--- src/core/voltage_code_pkg.sv ---
/*
  package for the regulator voltage-code register bank: register offsets,
  reset values, field layouts, decoder constants and the request carrier.
  assumes a serial control engine elsewhere in the device that turns bus
  frames into single-cycle register requests.
*/
package voltage_code_pkg;

  // register offsets on the internal register port
  localparam logic [7:0] ALT_CODE_ADDR = 8'h41;  // converter alternate target code
  localparam logic [7:0] LIN1_CODE_ADDR = 8'h42; // first linear regulator code

  // reset values
  localparam logic [7:0] ALT_CODE_RESET = 8'h30;  // decodes to 1.2 V
  localparam logic [7:0] LIN1_CODE_RESET = 8'h10; // decodes to 1.8 V

  // linear regulator code field layout
  localparam int LIN_CODE_MSB = 5;                  // code field is bits 5..0
  localparam int LIN_CODE_W = LIN_CODE_MSB + 1;     // code field width
  localparam logic [1:0] LIN_SPARE_VALUE = 2'h0;    // spare bits 7..6 read zero

  // converter decoder, targets in units of 0.1 mV
  localparam logic [15:0] CONV_BASE_DMV = 16'h1770; // 0.6000 V at code zero
  localparam logic [15:0] CONV_STEP_DMV = 16'h007D; // 12.5 mV per code
  localparam logic [15:0] CONV_MAX_DMV = 16'h80E8;  // 3.3000 V ceiling
  localparam logic [7:0] CONV_CLAMP_CODE = 8'hD8;   // first clamped code

  // linear regulator decoder, targets in mV
  localparam logic [15:0] LIN_BASE_MV = 16'h03E8;   // 1.00 V at code zero
  localparam logic [15:0] LIN_STEP_MV = 16'h0032;   // 50 mV per code
  localparam logic [15:0] LIN_MAX_MV = 16'h0CE4;    // 3.30 V ceiling
  localparam logic [5:0] LIN_CLAMP_CODE = 6'h2E;    // first clamped code

  // zero data for unmapped reads
  localparam logic [7:0] READ_ZERO = 8'h00;

  // one register request from the serial control engine
  typedef struct packed {
    logic       wr;    // write strobe, one cycle
    logic       rd;    // read strobe, one cycle
    logic [7:0] addr;  // register offset
    logic [7:0] wdata; // write data
  } reg_req_t;

  // read answer to the serial control engine
  typedef struct packed {
    logic       valid; // one-cycle pulse, read data valid
    logic [7:0] data;  // read data
  } reg_rsp_t;

  // converter code to 0.1 mV units, shared by normal and alternate codes
  function automatic logic [15:0] conv_decode(input logic [7:0] code);
    logic [15:0] t;
    t = CONV_BASE_DMV + ({8'h00, code} * CONV_STEP_DMV);
    return (code >= CONV_CLAMP_CODE) ? CONV_MAX_DMV : t;
  endfunction

  // linear regulator code to mV
  function automatic logic [15:0] lin_decode(input logic [5:0] code);
    logic [15:0] t;
    t = LIN_BASE_MV + ({10'h000, code} * LIN_STEP_MV);
    return (code >= LIN_CLAMP_CODE) ? LIN_MAX_MV : t;
  endfunction

endpackage

--- src/core/voltage_code_regs.sv ---
/*
  voltage-code register bank: converter alternate target code and first
  linear regulator code, with their decoders and the scaling target select.
  assumes register requests arrive synchronous to mclk_i from the device's
  serial control engine, and that the normal converter code and the
  scaling select bit come from the neighbouring timing/normal registers.
*/
// Overview of operation
// - alternate converter code at 0x41, read/write
// - alternate converter code resets to 0x30
// - one shared decoder for both converter codes
// - code zero 0.6 V, 12.5 mV per step
// - codes 0xD8 and above clamp at 3.3 V
// - linear regulator one code at 0x42, read/write
// - linear regulator one code resets to 0x10
// - code in bits 5..0, spares read zero
// - select bit picks normal or alternate code
// - linear decoder 1.0 V, 50 mV, clamp 0x2E
`timescale 1ns/1ps
`default_nettype none
module voltage_code_regs (
  // clock and reset
  input wire logic mclk_i,
  input wire logic rst_n_i,
  // register port from the serial control engine
  input wire voltage_code_pkg::reg_req_t req_i,
  output var voltage_code_pkg::reg_rsp_t rsp_o,
  // neighbouring converter controls
  input wire logic [7:0] converter_normal_voltage_code_i,
  input wire logic dynamic_voltage_scaling_sel_i,
  // decoded regulator targets
  output logic [15:0] converter_target_dmv_o,
  output logic [15:0] linreg1_target_mv_o
);
  import voltage_code_pkg::*;

  logic [7:0] alt_code_q;       // converter alternate target code
  logic [LIN_CODE_W-1:0] lin1_code_q; // linear regulator one code field
  logic [7:0] lin1_reg;         // full linear register view
  reg_rsp_t rsp_q;              // read answer
  logic [15:0] conv_tgt_q;      // decoded converter target
  logic [15:0] lin_tgt_q;       // decoded linear target
  logic [7:0] active_code;      // code chosen by the select bit
  logic init_done_q;            // low only until the first edge after reset

  // spare bits are constant zero in the visible register
  assign lin1_reg = {LIN_SPARE_VALUE, lin1_code_q};

  // alternate converter code register
  always_ff @(posedge mclk_i or negedge rst_n_i) begin
    if (!rst_n_i) begin
      alt_code_q <= ALT_CODE_RESET;
    end else if (req_i.wr && req_i.addr == ALT_CODE_ADDR) begin
      alt_code_q <= req_i.wdata;
    end
  end

  // linear regulator one code register; only the code field is stored
  always_ff @(posedge mclk_i or negedge rst_n_i) begin
    if (!rst_n_i) begin
      lin1_code_q <= LIN1_CODE_RESET[LIN_CODE_MSB:0];
    end else if (req_i.wr && req_i.addr == LIN1_CODE_ADDR) begin
      lin1_code_q <= req_i.wdata[LIN_CODE_MSB:0];
    end
  end

  // read path: one cycle after the strobe, unmapped offsets read zero
  always_ff @(posedge mclk_i or negedge rst_n_i) begin
    if (!rst_n_i) begin
      rsp_q <= '0;
    end else begin
      rsp_q.valid <= req_i.rd;
      // mapped offsets show stored state
      if (req_i.rd && req_i.addr == ALT_CODE_ADDR) begin
        rsp_q.data <= alt_code_q;
      end else if (req_i.rd && req_i.addr == LIN1_CODE_ADDR) begin
        rsp_q.data <= lin1_reg;
      end else begin
        rsp_q.data <= READ_ZERO;
      end
    end
  end
  assign rsp_o = rsp_q;

  // target selection between normal and alternate codes
  always_comb begin
    active_code = dynamic_voltage_scaling_sel_i ? alt_code_q
                                                : converter_normal_voltage_code_i;
  end

  // decoded targets, registered
  always_ff @(posedge mclk_i or negedge rst_n_i) begin
    if (!rst_n_i) begin
      conv_tgt_q <= '0;
      lin_tgt_q <= '0;
    end else begin
      conv_tgt_q <= conv_decode(active_code);
      lin_tgt_q <= lin_decode(lin1_code_q);
    end
  end
  assign converter_target_dmv_o = conv_tgt_q;
  assign linreg1_target_mv_o = lin_tgt_q;

  // marks the first clock edge after reset release
  always_ff @(posedge mclk_i or negedge rst_n_i) begin
    if (!rst_n_i) begin
      init_done_q <= 1'b0;
    end else begin
      init_done_q <= 1'b1;
    end
  end
endmodule
`default_nettype wire

--- config.mk ---
export PLATFORM = sky130hd
export DESIGN_NAME = voltage_code_regs
export DESIGN_NICKNAME = d
export VERILOG_FILES = /design/src/core/voltage_code_pkg.sv /design/src/core/voltage_code_regs.sv
export SDC_FILE = /design/constraint.sdc
export NUM_CORES = 1
export LEC_CHECK = 0
export ABC_AREA = 1
export BUFFER_PORTS_ARGS = -buffer_cell sky130_fd_sc_hd__buf_2
export CAP_MARGIN = 20
export CORE_MARGIN = 8
export CORE_UTILIZATION = 50
export CTS_BUF_LIST = sky130_fd_sc_hd__clkbuf_2 sky130_fd_sc_hd__clkbuf_4 sky130_fd_sc_hd__clkbuf_8
export CTS_CLUSTER_DIAMETER = 60
export CTS_CLUSTER_SIZE = 24
export DETAILED_ROUTE_END_ITERATION = 6
export MAX_ROUTING_LAYER = met4
export PLACE_DENSITY_LB_ADDON = 0.3
export SYNTH_ARGS = -nofsm -noshare
export SYNTH_HDL_FRONTEND = slang
export SYNTH_SLANG_ARGS = --single-unit
--- constraint.sdc ---
create_clock -name mclk_i -period 5.82 [get_ports mclk_i]
set_input_delay 0.582 -clock mclk_i [delete_from_list [all_inputs] [get_ports mclk_i]]
set_output_delay 0.582 -clock mclk_i [all_outputs]
set_load 0.02 [all_outputs]
Word level (Yosys, flattened, before mapping)

Cells that the tools add are included.

Flip-flop bits (word level): 52
Input bits: 29
Output and inout bits: 41
Logic and storage cells: 23

Add/sub/neg operators: 2
Multiply operators: 2
Magnitude comparators: 2
Eq/ne operators: 2
Multiplexer cells: 5
Reduce and logical (&&, ||, !) cells: 4

Operators by type and width:

| kind                                                     | number |
|---|---|
| adder 13 x 15 -> 16 bit, first input constant            | 1 |
| == test 8 x 7 -> 1 bit, second input constant            | 2 |
| 2-to-1 mux 16 bit                                        | 1 |
| 2-to-1 mux 8 bit                                         | 2 |
| multiplier 8 x 7 -> 15 bit, second input constant        | 1 |
| adder 10 x 12 -> 13 bit, first input constant            | 1 |
| 2-to-1 mux 13 bit                                        | 1 |
| multiplier 6 x 5 -> 11 bit, second input constant        | 1 |
| greater-or-equal comparator 8 bit, second input constant | 1 |
| greater-or-equal comparator 6 bit, second input constant | 1 |
| 2-to-1 mux 6 bit                                         | 1 |
| logical AND 1 bit                                        | 4 |

Depth between registers and ports, before layout

Depth after elaboration: 4
Depth in mapped cells: 20
Mapped depth without buffers: 20

Least setup slack after synthesis

Ideal clock, no wire load.

Path kind: input -> register
Start: in dynamic_voltage_scaling_sel_i
End: reg conv_tgt_q[9] (netlist: converter_target_dmv_o[9])
Data arrival time: 4.439 ns
Setup slack: 1.265 ns
Stages: 16
Path buffers: 1
Cell sequence: buf_4 > o21ai_0 > inv_1 > fa_1 > fa_1 > fa_1 > inv_1 > fa_1 > inv_1 > ha_1 > a21oi_1 > o21ai_0 > a21oi_1 > nand2_1 > nand2_1 > nor2_1

Cells in the longest elaborated chain, start to end: 4
Elaborated cells on any way between the ends: 5
Those cells by class: add/sub: 1; mul: 1; order compare: 1; mux: 2

RTL lines:

| element                    | line                    | source |
|---|---|---|
| from (decl)                | voltage_code_regs.sv:30 | `input wire logic dynamic_voltage_scaling_sel_i,` |
| 2-to-1 mux 8 bit *         | voltage_code_regs.sv:87 | `active_code = dynamic_voltage_scaling_sel_i ? alt_code_q` |
| multiplier 8 x 7 -> 15 bit | voltage_code_pkg.sv:54  | `t = CONV_BASE_DMV + ({8'h00, code} * CONV_STEP_DMV);` |
| adder 13 x 15 -> 16 bit    | voltage_code_pkg.sv:54  |  |
| 2-to-1 mux 16 bit *        | voltage_code_pkg.sv:55  | `return (code >= CONV_CLAMP_CODE) ? CONV_MAX_DMV : t;` |
| to (signal assigned)       | voltage_code_regs.sv:97 | `conv_tgt_q <= conv_decode(active_code);` |
| to (decl)                  | voltage_code_regs.sv:41 | `logic [15:0] conv_tgt_q;` |

Mark *: on every way between the ends. The rest lies on a longest branch, timed or not.
A chain may end at the register's enable or synchronous reset.

Worst setup path in the final report

Ends and elaborated chain as after synthesis.

==> flow_summary_export.csv <==
group,metric,value,unit
power,p_leak,2.60,nW
floorplan,die_x,106,um
power,vdd_drop_max,0.243,mV
worst_setup_path,cp_num_buf_inv,4,
floorplan,die_h,106,um
place,place.port_buffers,65,
routing,vias,3260,
timing,min_period,4.63,ns
routing,avgViaCountPerCell,5.00,
synth,synth_cell_type_count,32,
routing,wire_per_inst,13.9,um
timing,clock_skew,0.0188,ns
place,dpl_cell_area,4510,sq um
floorplan,start_util,50.7,%
grt,grt_usage,17.2,%
cells_and_area,fin_util,57.3,%
synth,synth-edff-count,0,
clocking,cts_tree,"built",
clocking,post_cts.repair.setup_buffers,0,
synth,synth_top_area_share,29.4,%
power,power_density,369,nW/um^2
worst_setup_path,crit_type,"in -> reg",
grt,grt_antenna_before_repair,1,
worst_setup_path,arrival,4.85,ns
timing,tightest_slew,0.693,ns
worst_setup_path,crit_slowest_cell,"fa_1",
routing,drc,0,
floorplan,ios,70,
worst_setup_path,r2r_cells,18,
floorplan,core,8050,sq um
cells_and_area,fin_area,4610,sq um
timing,maxSlewViolCount,0,
worst_setup_path,start_kind,"input pin",
worst_setup_path,path_delay_family,"adder cells",
worst_hold_path,hp-class,"in -> async",
clocking,h-tree-depth,2,
clocking,cts_hold_buf,0,
grt,grt_overflow,0,
clocking,cts-resized-gates,0,
timing,grt_setup_unrepaired,"no",
timing,max_freq,0.216,GHz
grt,grt_pass1_wl,15.6,mm
timing,slew_headroom,53.3,%
clocking,cts.sinks,51,
worst_setup_path,cp-end-kind,"flop",
synth,synthesis.area,4080,sq um
synth,yosysMostFrequentCell,"inv_1",
clocking,clock_path_buffers,2,
timing,finalCritPeriodShare,79.6,%
grt,grt_pass1_vias,3296,
grt,grt_max_degree,52,
synth,ys_seq_area_share,31.3,%
routing,drt_pass1_iterations,4,
cells_and_area,syn_to_final_growth,13.0,%
timing,setup_viol,0,
clocking,clk_pin_slew,0.11,ns
worst_setup_path,cpMostUsedCell,"fa_1",
routing,drt_wl_total,9.09,mm
worst_setup_path,worstPathCellList,"buf_2, o21ai_0, inv_1, fa_1, fa_1, fa_1, inv_1, fa_1, inv_1, ha_1, a21oi_1, o21ai_0, a21oi_1, nand2_1, nand2_1, nor2_1",
worst_setup_path,worstSetupPathDepth,16,
place,place_hpwl,7.50,mm
worst_setup_path,crit_fanout,16,
run,drv_cap,0,
synth,synth_top_cell_by_area,"dfrtp_1",
floorplan,dieArea,11300,sq um
synth,syn_avg_cell_area,8.60,sq um
cells_and_area,nNetsFinal,662,
clocking,cts_root_buffer,"clkbuf_8",
place,gp_congestion,0.877,
routing,drtIter0Drc,226,
synth,syn_inst,475,
synth,ys_ff_latch,51,
timing,final_hold_viol_count,0,
floorplan,rows,33,
cells_and_area,fillers,752,
synth,synth_flop_cell,"dfrtp_1",
routing,ant_nets,0,
synth,ys_async_sr_fraction,100,%
synth,synth.area.top_cells,"dfrtp_1, ha_1, fa_1, inv_1, nand2_1",
synth,yosys_warnings,0,
synth,synthTopCellsByCount,"inv_1, nand2_1, ha_1, dfrtp_1, nor2_1",
clocking,cts_inserted_buffers,5,
timing,tns,0,ns
worst_setup_path,cpPeakStageDelay,0.60,ns
run_status,run_status,"complete, no violations",
cells_and_area,drive_gt1_share,16.1,%
clocking,clk_latency,0.31,ns
worst_setup_path,worstPathRequired,6.04,ns
-- worst register-to-register path, stage by stage (launching register included) --
cell and delay, ns:
dfstp_2 0.53, inv_1 0.06, nand2_1 0.06, o21a_1 0.32
inv_1 0.18, ha_1 0.32, inv_1 0.09, fa_1 0.55
inv_1 0.06, fa_1 0.53, inv_1 0.05, fa_1 0.52
inv_1 0.04, ha_1 0.35, nand2_1 0.09, o21ai_0 0.33
nand4_1 0.17, a21oi_1 0.17, nor2_1 0.06
-- final cells by class --
| type | instances | area [sq um] | share of cell area (%) |
|---|---|---|---|
| clock buffer | 5 | 68.8 | 1.49 |
| timing repair buffer | 67 | 340 | 7.38 |
| antenna | 1 | 2.50 | 0.0542 |
| clock inverter | 3 | 28.8 | 0.624 |
| sequential | 51 | 1280 | 27.7 |
| tap | 105 | 131 | 2.85 |
| multi-input combinational | 324 | 2400 | 52.0 |
| inverter | 96 | 360 | 7.81 |
-- power breakdown --
group,switching [W],internal (W)
Clock,0.000133,0.0000895
Combinational,0.000664,0.000384
Sequential,0.0000204,0.000411
Total,0.000817,0.000884
-- per-layer routing --
layer / wire length (um) / part of all wire, % / vias up / global-route usage (%)
met3: 587 / 6.5 / 8 / 3.63
met5: 0 / 0 / - / -
li1: - / - / 1638 / -
met1: 4280 / 47 / 1512 / 22.9
met2: 4170 / 46 / 102 / 26.9
met4: 53 / 0.58 / 0 / 2.91
-- metrics by stage --
| stage | hold WS, ns | power [W] | setup slack [ns] | cells |
|---|---|---|---|---|
| finish | 0.355 | 0.00170 | 1.19 | 652 |
| detailed placement | 0.497 | 0.00147 | 0.898 | 643 |
| floorplan | 0.286 | 0.00122 | 1.26 | 478 |
| global route | 0.386 | 0.00188 | 0.881 | 652 |
| CTS | 0.384 | 0.00171 | 1.23 | 651 |
| global placement | 0.500 | 0.00146 | 0.957 | 643 |
-- worst paths after layout --
kind                                          startpoint                         end  slack, ns
setup / recovery           dynamic_voltage_scaling_sel_i   converter_target_dmv_o[9]       1.19
setup reg to reg                           alt_code_q[5]  converter_target_dmv_o[12]       1.24
min in group mclk_i                            req_i[16]                    rsp_o[8]       0.39
hold / removal                                   rst_n_i                    rsp_o[7]       0.36
hold reg to reg                            alt_code_q[6]                    rsp_o[6]       0.52
max in group asynchronous                        rst_n_i   converter_target_dmv_o[7]       5.00
-- cell usage in the layout, fill, tap and decap left out, types with 3 or more instances in the layout --
cell type,Yosys,final
a21oi_1,18,18
nand4_1,5,5
xnor2_1,3,3
o21a_1,4,4
nand2_1,83,83
nor2_1,41,41
nand3_1,28,28
o22ai_1,6,6
o21ai_0,24,24
ha_1,65,65
buf_2,1,65
dfstp_2,3,3
dfrtp_1,48,48
clkbuf_8,0,5
or2_2,4,4
conb_1,1,4
inv_1,95,95
fa_1,23,23
o21ai_1,3,3
-- sequential cells by signal, summed over array words and instances (netlist names) --
register,count
alt_code_q,8
converter_target_dmv_o,16
lin1_code_q,6
linreg1_target_mv_o,12
rsp_o,9
-- logic make-up after synthesis --
family / Yosys count / share of synthesized area (%)
other: 1 / 0.0918
buffers and inverters: 103 / 10.1
XOR/XNOR: 5 / 1.07
adder cells (fa/ha/maj): 88 / 31.2
flip-flops: 51 / 31.3
AND/OR/NAND/NOR: 169 / 18.4
AO/OA/AOI/OAI: 58 / 7.72
No activity file was read; power rests on OpenSTA's default activity.
